`config.mk`:
```
export PLATFORM = sky130hd
export DESIGN_NAME = bbc_dev_flat
export DESIGN_NICKNAME = d
export VERILOG_FILES = /design/src/bbc_pkg.sv /design/src/bbc_link_if.sv /design/src/bbc_dev.sv /design/src/flat_wrapper.sv
export SDC_FILE = /design/constraint.sdc
export NUM_CORES = 1
export LEC_CHECK = 0
export BUFFER_PORTS_ARGS = -buffer_cell sky130_fd_sc_hd__buf_2
export CORE_MARGIN = 2
export CORE_UTILIZATION = 59
export CTS_CLUSTER_SIZE = 8
export DETAILED_ROUTE_END_ITERATION = 6
export PLACE_DENSITY = 0.82
export SKIP_LAST_GASP = 1
export SLEW_MARGIN = 20
export SYNTH_ARGS = -nofsm -noshare
export SYNTH_HDL_FRONTEND = slang
export SYNTH_SLANG_ARGS = --single-unit
```
`constraint.sdc`:
```
create_clock -name clk -period 3.3 [get_ports clk]
set_input_delay 0.165 -clock clk [delete_from_list [all_inputs] [get_ports clk]]
set_output_delay 0.165 -clock clk [all_outputs]
set_load 0.1 [all_outputs]
```
`src/bbc_pkg.sv`:
```
// constants and types shared by both ends of the bus-control link
// assumes a single 100 MHz clock and physical addresses on the link
package bbc_pkg;
   // register block, byte addresses
   localparam logic [31:0] BBC_WIDTH_ADDR = 32'hffffe200;
   localparam logic [31:0] BBC_TURN_ADDR = 32'hffffe204;
   localparam logic [31:0] BBC_FAULT_ADDR = 32'hffffe208;
   localparam logic [31:0] BBC_CTRL_ADDR = 32'hffffe20c;
   localparam logic [31:0] BBC_CPU_LIM_ADDR = 32'hffffe210;
   localparam logic [31:0] BBC_IP_LIM_ADDR = 32'hffffe214;
   localparam logic [31:0] BBC_STAT_ADDR = 32'hffffe218;
   localparam logic [31:0] BBC_WDOG_ADDR = 32'hffffe21c;
   localparam int BBC_BLK_LSB = 5;
   // control bits
   localparam int BBC_CTRL_WDOG_EN = 0;
   localparam int BBC_CTRL_CPU_EN = 1;
   localparam int BBC_CTRL_IP_EN = 2;
   // status bits, write one to clear
   localparam int BBC_STAT_WDOG = 0;
   localparam int BBC_STAT_CPU = 1;
   localparam int BBC_STAT_IP = 2;
   // port width codes
   typedef logic [1:0] bbc_width_t;
   localparam bbc_width_t BBC_W8 = 2'h0;
   localparam bbc_width_t BBC_W16 = 2'h1;
   localparam bbc_width_t BBC_W32 = 2'h2;
   // regions: eight 64MB kernel direct sub-regions, then seven 512MB
   localparam int BBC_NREG = 15;
   localparam logic [3:0] BBC_KREGIONS = 4'h8;
   localparam logic [29:0] BBC_TURN_RST = 30'h3fffffff;
   localparam logic [15:0] BBC_LIM_RST = 16'hffff;
   localparam logic [2:0] BBC_CTRL_ALL = 3'h7;
   // timing
   localparam int BBC_CLK_NS = 10;
   localparam int BBC_WARM_NS = 40;
   localparam logic [2:0] BBC_WARM_CYC = 3'((BBC_WARM_NS + BBC_CLK_NS - 1) / BBC_CLK_NS);
   localparam int BBC_WDOG_BITS = 32;
   localparam int BBC_KICK_NS = 10000;
   localparam logic [15:0] BBC_KICK_CYC = 16'(BBC_KICK_NS / BBC_CLK_NS);
   // core boot programming, both boot modes
   localparam logic [31:0] BBC_BOOT_WIDTHS = 32'h2aaaaaaa;
   localparam logic [31:0] BBC_BOOT_TURNS = 32'h15555555;
   localparam logic [15:0] BBC_BOOT_CPU_LIM = 16'h0040;

   function automatic logic [3:0] bbc_region(input logic [31:0] a);
      if (a[31:29] == 3'h0)
         return {1'b0, a[28:26]};
      return BBC_KREGIONS + {1'b0, a[31:29]} - 4'h1;
   endfunction : bbc_region
endpackage : bbc_pkg

```
`src/bbc_link_if.sv`:
```
// link between the core bus interface and the bus-control device
// assumes the testbench supplies clk and the cold reset
interface bbc_link_if
(
   input logic clk,
   input logic rst_b
);
   logic req;
   logic wr;
   logic [31:0] addr;
   logic [31:0] wdata;
   logic [31:0] rdata;
   logic ack;
   logic berr;
   logic warm_rst_b;

   modport dev
   (
      input req, wr, addr, wdata,
      output rdata, ack, berr, warm_rst_b
   );
   modport core
   (
      output req, wr, addr, wdata,
      input rdata, ack, berr, warm_rst_b
   );
endinterface : bbc_link_if

```
`src/bbc_dev.sv`:
```
// bus-control device: port widths, read turnaround, time-outs, watchdog
// assumes the core holds req with its fields until one cycle after ack
// Overview of operation
// [RQ1] watchdog rollover pulses warm reset to core
// [RQ2] warm reset keeps latched boot settings
// [RQ3] software writes zero to watchdog count
// [RQ4] standard boot: watchdog enabled, software can disable
// [RQ5] status bit shows watchdog caused reset
// [RQ6] host-bus boot: watchdog disabled at reset
// [RQ7] two 16-bit counters, limits, enable bits
// [RQ8] time-out returns error plus ack, interrupt
// [RQ9] time-out latches transfer address
// [RQ10] core time-out also flags peripheral time-out
// [RQ11] peripheral timer counts only peripheral hold
// [RQ12] software sets peripheral limit one above
// [RQ13] widths reset to boot width, then programmable
// [RQ14] boot code sets register region 32-bit
// [RQ15] kernel 512MB split into eight 64MB
// [RQ16] remaining space split into seven 512MB
// [RQ17] turnaround fields reset to three cycles
// [RQ18] after read wait region turnaround clocks
// [RQ19] software avoids zero turnaround setting
// [RQ20] fault address register is read-only
// [RQ21] no turnaround after descriptor burst read
// [RQ22] software sets register region turnaround nonzero
// [RQ23] counters clear at start, count, compare
module bbc_dev
   import bbc_pkg::*;
#(
   parameter int WDOG_BITS = bbc_pkg::BBC_WDOG_BITS
)
(
   // clock and cold reset
   input wire logic clk,
   input wire logic rst_b,
   // core side
   bbc_link_if.dev link,
   // boot straps
   input wire bbc_pkg::bbc_width_t boot_width,
   input wire logic host_boot,
   // external memory side
   output logic mem_start,
   output logic [31:0] mem_addr,
   output logic mem_write,
   output logic [31:0] mem_wdata,
   output bbc_pkg::bbc_width_t mem_width,
   input wire logic mem_ack,
   input wire logic [31:0] mem_rdata,
   // peripheral bus and dma
   input wire logic dma_desc_read,
   input wire logic ip_hold,
   output logic bus_irq
);
   import bbc_pkg::*;

   typedef enum logic [2:0]
   {
      BBC_IDLE = 3'b001,
      BBC_MEM = 3'b010,
      BBC_RESP = 3'b100
   } bbc_dst_t;

   typedef struct packed
   {
      bbc_dst_t st;
      logic booted;
      logic ack;
      logic berr;
      logic [31:0] rdata;
      logic warm_b;
      logic [2:0] warm_cnt;
      logic mem_start;
      logic [31:0] mem_addr;
      logic mem_write;
      logic [31:0] mem_wdata;
      bbc_width_t mem_width;
      logic [1:0] mem_turn;
      logic irq;
      logic [31:0] width;
      logic [31:0] turn;
      logic [31:0] fault;
      logic [2:0] ctrl;
      logic [15:0] cpu_lim;
      logic [15:0] ip_lim;
      logic [2:0] stat;
      logic [WDOG_BITS-1:0] wd_cnt;
      logic [15:0] cpu_cnt;
      logic [15:0] ip_cnt;
      logic [1:0] gap;
   } bbc_dstate_t;

   bbc_dstate_t s_r;
   bbc_dstate_t s_nxt;

   always_comb
   begin
      logic wd_wr;
      logic [3:0] rg;
      logic [31:0] rd;
      wd_wr = 1'b0;
      // [RQ15] [RQ16] region index
      rg = bbc_region(link.addr);
      rd = 32'h0;
      s_nxt = s_r;
      s_nxt.mem_start = 1'b0;
      if (s_r.gap != 2'h0)
         s_nxt.gap = s_r.gap - 2'h1;
      // [RQ21] descriptor read skips gap
      if (dma_desc_read)
         s_nxt.gap = 2'h0;
      unique case (s_r.st)
         BBC_IDLE:
         begin
            if (link.req && s_r.booted &&
                link.addr[31:BBC_BLK_LSB] == BBC_WIDTH_ADDR[31:BBC_BLK_LSB])
            begin
               unique case (link.addr)
                  BBC_WIDTH_ADDR: rd = s_r.width;
                  BBC_TURN_ADDR: rd = s_r.turn;
                  BBC_FAULT_ADDR: rd = s_r.fault;
                  BBC_CTRL_ADDR: rd = {29'h0, s_r.ctrl};
                  BBC_CPU_LIM_ADDR: rd = {16'h0, s_r.cpu_lim};
                  BBC_IP_LIM_ADDR: rd = {16'h0, s_r.ip_lim};
                  BBC_STAT_ADDR: rd = {29'h0, s_r.stat};
                  BBC_WDOG_ADDR: rd = 32'(s_r.wd_cnt);
                  default: rd = 32'h0;
               endcase
               if (link.wr)
               begin
                  // [RQ20] fault address has no write path
                  unique case (link.addr)
                     // [RQ13] width programming
                     BBC_WIDTH_ADDR: s_nxt.width = {2'h0, link.wdata[29:0]};
                     BBC_TURN_ADDR: s_nxt.turn = {2'h0, link.wdata[29:0]};
                     // [RQ4] software disable path
                     BBC_CTRL_ADDR: s_nxt.ctrl = link.wdata[2:0];
                     BBC_CPU_LIM_ADDR: s_nxt.cpu_lim = link.wdata[15:0];
                     BBC_IP_LIM_ADDR: s_nxt.ip_lim = link.wdata[15:0];
                     BBC_STAT_ADDR: s_nxt.stat = s_r.stat & ~link.wdata[2:0];
                     BBC_WDOG_ADDR:
                     begin
                        s_nxt.wd_cnt = link.wdata[WDOG_BITS-1:0];
                        wd_wr = 1'b1;
                     end
                     default: ;
                  endcase
               end
               s_nxt.rdata = rd;
               s_nxt.ack = 1'b1;
               s_nxt.st = BBC_RESP;
            end
            // [RQ18] no start while gap runs
            else if (link.req && s_r.booted && s_r.gap == 2'h0)
            begin
               s_nxt.mem_start = 1'b1;
               s_nxt.mem_addr = link.addr;
               s_nxt.mem_write = link.wr;
               s_nxt.mem_wdata = link.wdata;
               s_nxt.mem_width = s_r.width[2*rg +: 2];
               s_nxt.mem_turn = s_r.turn[2*rg +: 2];
               // [RQ23] clear at transfer start
               s_nxt.cpu_cnt = 16'h0;
               s_nxt.st = BBC_MEM;
            end
         end
         BBC_MEM:
         begin
            if (mem_ack)
            begin
               s_nxt.ack = 1'b1;
               s_nxt.rdata = mem_rdata;
               // [RQ18] load gap after read
               if (!s_r.mem_write)
                  s_nxt.gap = s_r.mem_turn;
               s_nxt.st = BBC_RESP;
            end
            // [RQ7] [RQ23] compare against limit
            else if (s_r.ctrl[BBC_CTRL_CPU_EN] && s_r.cpu_cnt == s_r.cpu_lim)
            begin
               // [RQ8] error with ack
               s_nxt.ack = 1'b1;
               s_nxt.berr = 1'b1;
               s_nxt.rdata = 32'h0;
               // [RQ9] capture fault address
               s_nxt.fault = s_r.mem_addr;
               // [RQ10] both status bits set
               s_nxt.stat[BBC_STAT_CPU] = 1'b1;
               s_nxt.stat[BBC_STAT_IP] = 1'b1;
               s_nxt.st = BBC_RESP;
            end
            // wait states from memory are counted too
            else
               s_nxt.cpu_cnt = s_r.cpu_cnt + 16'h1;
         end
         BBC_RESP:
         begin
            s_nxt.ack = 1'b0;
            s_nxt.berr = 1'b0;
            s_nxt.st = BBC_IDLE;
         end
      endcase
      // [RQ11] peripheral hold timer, independent
      if (ip_hold && s_r.ctrl[BBC_CTRL_IP_EN])
      begin
         if (s_r.ip_cnt == s_r.ip_lim)
            s_nxt.stat[BBC_STAT_IP] = 1'b1;
         else
            s_nxt.ip_cnt = s_r.ip_cnt + 16'h1;
      end
      else
         s_nxt.ip_cnt = 16'h0;
      // [RQ1] warm reset pulse
      if (s_r.warm_cnt != 3'h0)
      begin
         s_nxt.warm_cnt = s_r.warm_cnt - 3'h1;
         s_nxt.warm_b = (s_r.warm_cnt == 3'h1);
      end
      else if (s_r.ctrl[BBC_CTRL_WDOG_EN] && !wd_wr)
      begin
         if (&s_r.wd_cnt)
         begin
            s_nxt.wd_cnt = '0;
            s_nxt.warm_cnt = BBC_WARM_CYC;
            s_nxt.warm_b = 1'b0;
            // [RQ5] watchdog cause, set wins over clear
            s_nxt.stat[BBC_STAT_WDOG] = 1'b1;
         end
         else
            s_nxt.wd_cnt = s_r.wd_cnt + 1'b1;
      end
      // straps are caught once after cold reset only
      if (!s_r.booted)
      begin
         s_nxt.booted = 1'b1;
         // [RQ2] [RQ13] boot width into every region
         s_nxt.width = {2'h0, {BBC_NREG{boot_width}}};
         // [RQ4] [RQ6] enables follow boot mode
         s_nxt.ctrl = host_boot ? 3'h0 : BBC_CTRL_ALL;
      end
      s_nxt.irq = s_nxt.stat[BBC_STAT_CPU] | s_nxt.stat[BBC_STAT_IP];
   end

   always_ff @(posedge clk or negedge rst_b)
   begin
      if (!rst_b)
      begin
         s_r <= '0;
         s_r.st <= BBC_IDLE;
         s_r.warm_b <= 1'b1;
         // [RQ17] three turnaround clocks everywhere
         s_r.turn <= {2'h0, BBC_TURN_RST};
         s_r.cpu_lim <= BBC_LIM_RST;
         s_r.ip_lim <= BBC_LIM_RST;
      end
      else
         s_r <= s_nxt;
   end

   assign link.ack = s_r.ack;
   assign link.berr = s_r.berr;
   assign link.rdata = s_r.rdata;
   assign link.warm_rst_b = s_r.warm_b;
   assign mem_start = s_r.mem_start;
   assign mem_addr = s_r.mem_addr;
   assign mem_write = s_r.mem_write;
   assign mem_wdata = s_r.mem_wdata;
   assign mem_width = s_r.mem_width;
   assign bus_irq = s_r.irq;
endmodule : bbc_dev

```
`src/flat_wrapper.sv`:
```
// flat-port wrapper written by rule: the top's interface ports become plain ports
module bbc_dev_flat import bbc_pkg::*;
#(
   parameter int WDOG_BITS = bbc_pkg::BBC_WDOG_BITS
)
  (clk, rst_b, boot_width, host_boot, mem_start, mem_addr, mem_write, mem_wdata, mem_width, mem_ack, mem_rdata, dma_desc_read, ip_hold, bus_irq, link_req, link_wr, link_addr, link_wdata, link_rdata, link_ack, link_berr, link_warm_rst_b);
  bbc_link_if link_i (.clk(clk), .rst_b(rst_b));
  input wire logic clk;
  input wire logic rst_b;
  input wire bbc_pkg::bbc_width_t boot_width;
  input wire logic host_boot;
  output logic mem_start;
  output logic [31:0] mem_addr;
  output logic mem_write;
  output logic [31:0] mem_wdata;
  output bbc_pkg::bbc_width_t mem_width;
  input wire logic mem_ack;
  input wire logic [31:0] mem_rdata;
  input wire logic dma_desc_read;
  input wire logic ip_hold;
  output logic bus_irq;
  input wire logic [$bits(link_i.req)-1:0] link_req;
  input wire logic [$bits(link_i.wr)-1:0] link_wr;
  input wire logic [$bits(link_i.addr)-1:0] link_addr;
  input wire logic [$bits(link_i.wdata)-1:0] link_wdata;
  output wire logic [$bits(link_i.rdata)-1:0] link_rdata;
  output wire logic [$bits(link_i.ack)-1:0] link_ack;
  output wire logic [$bits(link_i.berr)-1:0] link_berr;
  output wire logic [$bits(link_i.warm_rst_b)-1:0] link_warm_rst_b;
  assign link_i.req = link_req;
  assign link_i.wr = link_wr;
  assign link_i.addr = link_addr;
  assign link_i.wdata = link_wdata;
  assign link_rdata = link_i.rdata;
  assign link_ack = link_i.ack;
  assign link_berr = link_i.berr;
  assign link_warm_rst_b = link_i.warm_rst_b;
  bbc_dev #(.WDOG_BITS(WDOG_BITS)) u_core (.clk(clk), .rst_b(rst_b), .link(link_i), .boot_width(boot_width), .host_boot(host_boot), .mem_start(mem_start), .mem_addr(mem_addr), .mem_write(mem_write), .mem_wdata(mem_wdata), .mem_width(mem_width), .mem_ack(mem_ack), .mem_rdata(mem_rdata), .dma_desc_read(dma_desc_read), .ip_hold(ip_hold), .bus_irq(bus_irq));
endmodule
```
==> results of run 1 <==
-- area by class of cell --
class                           count  share of cell area [%]
Sequential cell                   309                    40.2
Clock inverter                      1                  0.0258
Inverter                           18                   0.348
Antenna cell                        1                  0.0129
Clock buffer                       75                    6.38
Timing Repair Buffer              342                    11.9
Tap cell                          378                    2.43
Multi-Input combinational cell   1098                    38.7
-- metal layers --
metal  vias up  GRT usage (%)  wire length (µm)
met5         -              0                27
met4         4           20.6              3370
met3       247           9.18              5820
met2      1004           59.8             25400
met1      6985           45.8             19300
li1       6088              -                 -
-- how the worst max path moves through the flow --
| stage | startpoint | endpoint | cells past startpoint |
|---|---|---|---|
| finish | link_addr[14] | u_core.bus_irq$_DFF_PN0_ | 8 |
| detailed placement | link_addr[29] | u_core.s_r[169]$_DFFE_PN0P_ | 8 |
| global route | u_core.s_r[311]$_DFFE_PN0P_ | u_core.s_r[23]$_DFFE_PN0P_ | 5 |
| floorplan | link_addr[29] | u_core.mem_width[1]$_DFFE_PN0P_ | 9 |
| CTS | link_addr[8] | u_core.s_r[169]$_DFFE_PN0P_ | 9 |
| global placement | link_addr[29] | u_core.s_r[169]$_DFFE_PN0P_ | 8 |
-- stage by stage --
stage               hold slack [ns]  setup slack [ns]
finish                       0.0242             0.318
global route                0.00539             0.357
CTS                         0.00222             0.516
detailed placement            0.138             0.544
global placement              0.128             0.637
floorplan                    -0.131             0.942
-- synthesized netlist by cell type (10+ instances only) --
master	n	area [µm²]
sky130_fd_sc_hd__mux2i_1	39	390
sky130_fd_sc_hd__nor4_1	19	119
sky130_fd_sc_hd__xor2_1	43	377
sky130_fd_sc_hd__mux4_2	28	631
sky130_fd_sc_hd__dfstp_2	64	1680
sky130_fd_sc_hd__or3_1	14	87.6
sky130_fd_sc_hd__a21o_1	10	75.1
sky130_fd_sc_hd__and3_1	16	100
sky130_fd_sc_hd__mux2_2	102	1150
sky130_fd_sc_hd__nand4_1	19	119
sky130_fd_sc_hd__o21ai_0	61	305
sky130_fd_sc_hd__dfrtp_1	245	6130
sky130_fd_sc_hd__a21oi_1	59	295
sky130_fd_sc_hd__and2_1	10	62.6
sky130_fd_sc_hd__buf_4	100	751
sky130_fd_sc_hd__nand2_1	269	1010
sky130_fd_sc_hd__nor2_1	112	420
sky130_fd_sc_hd__a211o_1	31	272
sky130_fd_sc_hd__a22o_1	15	131
sky130_fd_sc_hd__nand3_1	34	170
sky130_fd_sc_hd__or4_1	12	90.1
sky130_fd_sc_hd__a22oi_1	27	203
sky130_fd_sc_hd__nor3_1	18	90.1
sky130_fd_sc_hd__and4_1	10	87.6
sky130_fd_sc_hd__clkbuf_1	50	188
sky130_fd_sc_hd__a221oi_1	21	184
sky130_fd_sc_hd__buf_2	23	115
sky130_fd_sc_hd__xnor2_1	11	96.3
sky130_fd_sc_hd__inv_1	16	60.1
-- timing repair --
| item | 4_1_cts | 5_1_grt |
|---|---|---|
| gates resized for setup | 0 | 0 |
| buffers inserted | 0 | 0 |
| hold buffers | 89 | 0 |
| endpoints found under the hold margin | 192 | 0 |
-- cells by family (layout without fill, tap and decap cells) --
family,count (synthesis),in the layout
AOI/OAI and AO/OA,289,289
xor gates and xnor gates,54,54
adders and majority gates,7,7
buffers and inverters,198,436
DFF,309,309
muxes,170,170
other,1,2
and+or+nand+nor,577,577
-- report_power, final --
part	internal, mW	switching, mW
sequential	4.53	0.714
combinational	1.23	5.15
clock	2.52	1.64
-- critical path: cells and delay by family --
kind            cells  cell delay (ns)
compound gates      1             0.22
buf+inv             2             0.71
simple gates        5             2.28
-- sequential cells by signal, indices dropped and copies added (netlist names) --
name,count
u_core.link.berr,1
u_core.mem_start,1
u_core.link.rdata,32
u_core.link.warm_rst_b,1
u_core.mem_width,2
u_core.link.ack,1
u_core.mem_write,1
u_core.bus_irq,1
u_core.s_r,205
u_core.mem_wdata,32
u_core.mem_addr,32
==> metrics.txt, run 1 <==
DRC violations left 0; non-filler instance count after layout 2,222; total I/O pin count 210; share of cell area taken by muxes after synthesis 13.3%; Post-Route Utilization 70.3%; endpoint of the worst-slack reg-to-reg timing path u_core.s_r[23]$_DFFE_PN0P_; Final Instance Area 19,400 µm²; maximum fanout along the worst path 7; buffer type at the clock tree root sky130_fd_sc_hd__clkbuf_16; via count of the first global-routing pass 14,100; layout overhead on the synthesized area 18.1%; Slew Viols, Final 0; sequential fraction of the synthesis area 47.5%; post-CTS clock slew at the launch and capture registers of the worst setup and hold paths 0.05 ns; Syn Std Cell Area 16,400 µm²; First-pass DRT Iterations 7; final cycle utilization of the critical path 90.4%; Seq. cell area 7810 µm²; count of distinct cell types in the synthesized netlist 79; core area 27,600 µm²; endpoint required time on the critical path 3.71 ns; Die Span Y 171 µm; cell area reported after detailed placement 17,300 µm²; Initial Util 59.5%; H-tree levels 2; number of nets in the finished design 1,926; element type at the critical path start input port; Peak Freq 335 MHz; Synth Area per Inst 10.2 µm²; final weighted congestion of routability-driven global placement 1.04; unrepaired setup endpoints after global routing no; Worst Hold Depth 3; synthesized instance count 1,605; horizontal extent of the die 171 µm; Min-Delay Path Class in2reg; placed wire-length estimate after detailed placement 35,500 µm; Initial DRC Count 1,842; reg-to-reg critical path startpoint u_core.s_r[311]$_DFFE_PN0P_; terminating pin of the worst hold path u_core.mem_wdata[12]$_DFFE_PN0P_; fraction of the mapped netlist area in adder cells 0.533%; DP Cell Count 2,056; CTS tree built; die area 29,200 µm²; number of antenna violations at the first check in global routing 3; post-synth net total 1,718; Yosys reg bits 309; number of hold-slack violations in the final timing report 0; basic-gate share of the synthesized area counting and, or, nand and nor cells 16.6%; std cell rows 61; sum of routed wire length over all layers 53,900 µm; wire length of the first global-routing pass 81,800 µm; maximum clock insertion buffer count 3; routed length per placed instance 24.2 µm; filler cell count in the final layout 1,932; most frequent standard cell in the layout excluding fill and tap cells sky130_fd_sc_hd__nand2_1; maximum number of pins on one net before global-route repair 104; ys async rst share 100%; Post-synth EDFFs 0; transition time at the pin with the least slew margin 1.04 ns; Via density 6.45; critical path data arrival time 3.39 ns; Register-to-Register Path Depth 5; Post-Route Setup TNS 0 ns; area occupied by multi-input gates 7510 µm²; vias after detailed routing 14,300; maximum ir drop on the vdd rail 0.482 mV; category of the most critical setup path in2reg; startpoint of the most critical hold path link_wdata[12]; number of warning messages in the yosys log 0; static power due to leakage 9.25 nW; setup violation total in the final timing report 0; outcome finished clean; Slew headroom 30.4%; internal reg-to-reg setup slack 0.58 ns; sum of internal, switching and leakage power 15.8 mW; compound-cell area share of the yosys netlist 12.1%; fraction of final layout cells sized beyond drive strength 1 28.4%; CTS Sinks 309; commonest non-fill, non-tap cells in the layout 269 x sky130_fd_sc_hd__nand2_1, 245 x sky130_fd_sc_hd__dfrtp_1, 208 x sky130_fd_sc_hd__buf_2, 112 x sky130_fd_sc_hd__nor2_1, 102 x sky130_fd_sc_hd__mux2_2; delay of the slowest cell on the worst path 0.74 ns; worst-case clock skew 0.0219 ns; all-layer global routing usage 37.0%; leading register cell type out of synthesis sky130_fd_sc_hd__dfrtp_1; power density cells 812 nW/µm²; number of buffers inserted by port buffering 209; Congestion Overflow GR 0; crit path capture type register; number of maximum-capacitance violations 0; antenna viol nets, final 0; slowest cell on the critical path sky130_fd_sc_hd__nor4_2; total clock buffers created by CTS 44; cells traversed along the worst timing path dlygate4sd3_1, buf_2, nand4_1, nor4_2, nand3_2, or3_1, o21ai_1, or3b_1; worst-skew pair later-pin latency 0.54 ns; final period demand of the worst path 2.98 ns; fraction of synthesized cell area in xor and xnor cells 2.88%; dominant combinational cell family by area after synthesis simple AND/OR/NAND/NOR gates
Power figures use the tool's default switching activity.
==> run 2: changes to the inputs <==
--- a/config.mk
+++ b/config.mk
@@ -11,6 +11,7 @@
 export CTS_CLUSTER_SIZE = 8
 export DETAILED_ROUTE_END_ITERATION = 6
 export PLACE_DENSITY = 0.82
+export REMOVE_ABC_BUFFERS = 1
 export SKIP_LAST_GASP = 1
 export SLEW_MARGIN = 20
 export SYNTH_ARGS = -nofsm -noshare
==> metrics.txt, run 2 (synthesis results as in run 1) <==
number of hold-slack violations in the final timing report 0; setup violation total in the final timing report 0; post-CTS clock slew at the launch and capture registers of the worst setup and hold paths 0.05 ns; vias after detailed routing 14,400; maximum fanout along the worst path 10; Post-Route Setup TNS 0 ns; static power due to leakage 9.29 nW; worst path bufs/invs 0; First-pass DRT Iterations 7; worst-case clock skew 0.0222 ns; cells traversed along the worst timing path or3b_2, nor2_1, o21ai_1, or4_1, a21oi_1; worst slack at placement 0.651 ns; number of nets in the finished design 1,932; power density cells 811 nW/µm²; Initial Util 59.5%; worst setup margin 0.417 ns; outcome finished clean; all-layer global routing usage 36.5%; start point of the critical path u_core.s_r[311]$_DFFE_PN0P_; total clock buffers created by CTS 44; total setup buffers inserted after CTS 0; final period demand of the worst path 2.88 ns; Slew Viols, Final 0; category of the most critical setup path reg2reg; Initial DRC Count 1,926; unrepaired setup endpoints after global routing no; most frequent standard cell in the layout excluding fill and tap cells sky130_fd_sc_hd__nand2_1; layout overhead on the synthesized area 18.8%; number of gates given a new drive strength after cts 0; CTS tree built; die area 29,200 µm²; Post-Route Utilization 70.7%; fraction of final layout cells sized beyond drive strength 1 28.3%; core area 27,600 µm²; register containing the most flip-flops in the final layout u_core.s_r; DP Cell Count 2,056; endpoint required time on the critical path 3.75 ns; total I/O pin count 210; final cycle utilization of the critical path 87.4%; slowest cell on the critical path sky130_fd_sc_hd__or4_1; via count of the first global-routing pass 14,100; element type at the critical path start register; startpoint of the most critical hold path link_addr[29]; number of maximum-capacitance violations 0; horizontal extent of the die 171 µm; Peak Freq 347 MHz; sum of met3 wire segment lengths after detailed routing 5270 µm; Congestion Overflow GR 0; maximum clock insertion buffer count 3; Die Span Y 171 µm; H-tree levels 2; antenna viol nets, final 0; cell area reported after detailed placement 17,300 µm²; CTS Hold Buffers Added 95; filler cell count in the final layout 1,975; delay of the slowest cell on the worst path 0.61 ns; Min-Delay Path Class in2reg; met1 wire length 19,800 µm; placed wire-length estimate after detailed placement 35,000 µm; number of flip-flops in the largest register 205; wire length of the first global-routing pass 81,100 µm; reg-to-reg critical path startpoint u_core.s_r[311]$_DFFE_PN0P_; number of antenna violations at the first check in global routing 3; crit path capture type register; non-filler instance count after layout 2,234; highest routing layer actually used met4; CTS Sinks 309; transition time at the pin with the least slew margin 0.862 ns; sum of routed wire length over all layers 53,400 µm; critical path data arrival time 3.33 ns; maximum ir drop on the vdd rail 0.610 mV; dominant delay contributor by cell family on the critical path simple AND/OR/NAND/NOR gates; Slew headroom 42.1%; sum of internal, switching and leakage power 15.8 mW; routed length per placed instance 23.9 µm; worst-case hold slack 0.0262 ns; final weighted congestion of routability-driven global placement 0.970; Met2 Wirelength 24,600 µm; Final Instance Area 19,500 µm²; number of buffers inserted by port buffering 209; buffer type at the clock tree root sky130_fd_sc_hd__clkbuf_16; Via density 6.44; worst-skew pair later-pin latency 0.54 ns; commonest non-fill, non-tap cells in the layout 269 x sky130_fd_sc_hd__nand2_1, 245 x sky130_fd_sc_hd__dfrtp_1, 208 x sky130_fd_sc_hd__buf_2, 112 x sky130_fd_sc_hd__nor2_1, 102 x sky130_fd_sc_hd__mux2_2; maximum number of pins on one net before global-route repair 84; DRC violations left 0; std cell rows 61
==> run 2: changes by cell type in the layout (fill, tap and decap cells not counted) <==
cell,previous run,this run
sky130_fd_sc_hd__diode_2,1,2
sky130_fd_sc_hd__o21ai_2,0,1
sky130_fd_sc_hd__nand3_2,2,1
sky130_fd_sc_hd__buf_12,3,5
sky130_fd_sc_hd__o21ai_1,3,2
sky130_fd_sc_hd__nand3_1,33,34
sky130_fd_sc_hd__clkbuf_1,30,33
sky130_fd_sc_hd__inv_6,0,2
sky130_fd_sc_hd__buf_4,41,39
sky130_fd_sc_hd__dlygate4sd3_1,89,95
==> run 2: final timing paths <==
path                                                    endpoint  slack, ns  cells past startpoint
worst max-delay path                  u_core.s_r[23]$_DFFE_PN0P_       0.42                      5
worst min-delay path             u_core.mem_addr[29]$_DFFE_PN0P_       0.03                      3
worst max register to register        u_core.s_r[23]$_DFFE_PN0P_       0.42                      5
worst min register to register  u_core.mem_wdata[15]$_DFFE_PN0P_       0.47                      2
max in group asynchronous            u_core.s_r[139]$_DFFE_PN1P_       2.12                      3
min in group asynchronous       u_core.mem_wdata[25]$_DFFE_PN0P_       0.17                      2
==> run 2: metal layers <==
| metal | vias up | global-route usage (%) |
|---|---|---|
| met2 | 1003 | 56.6 |
| li1 | 6123 | - |
| met1 | 7012 | 46.8 |
| met3 | 243 | 7.70 |
| met4 | 0 | 23.2 |
| met5 | - | 0 |
==> run 2: where the power goes <==
| group | internal [mW] | total (mW) | leakage [nW] | switching (mW) |
|---|---|---|---|---|
| Sequential | 4.52 | 5.27 | 3.76 | 0.743 |
| Combinational | 1.23 | 6.37 | 4.92 | 5.14 |
| Clock | 2.54 | 4.20 | 0.606 | 1.66 |
| Total | 8.30 | 15.8 | 9.29 | 7.54 |
==> run 2: area by class of cell <==
cell class	instances	area, µm²	share of cell area (%)
multi-input cells	1098	7510	38.4
clock inverters	3	22.5	0.115
repair buffers	348	2400	12.3
well taps	378	473	2.42
inverters	18	67.6	0.346
clock buffers	78	1250	6.40
flip-flops and latches	309	7810	40.0
diodes	2	5.00	0.0256
==> run 2: worst register-to-register path: cells and delay by family (launching register included) <==
family | cells | cell delay (ns)
AND/OR/NAND/NOR | 3 | 1.61
AO/OA/AOI/OAI | 2 | 0.65
flip-flops | 1 | 0.54
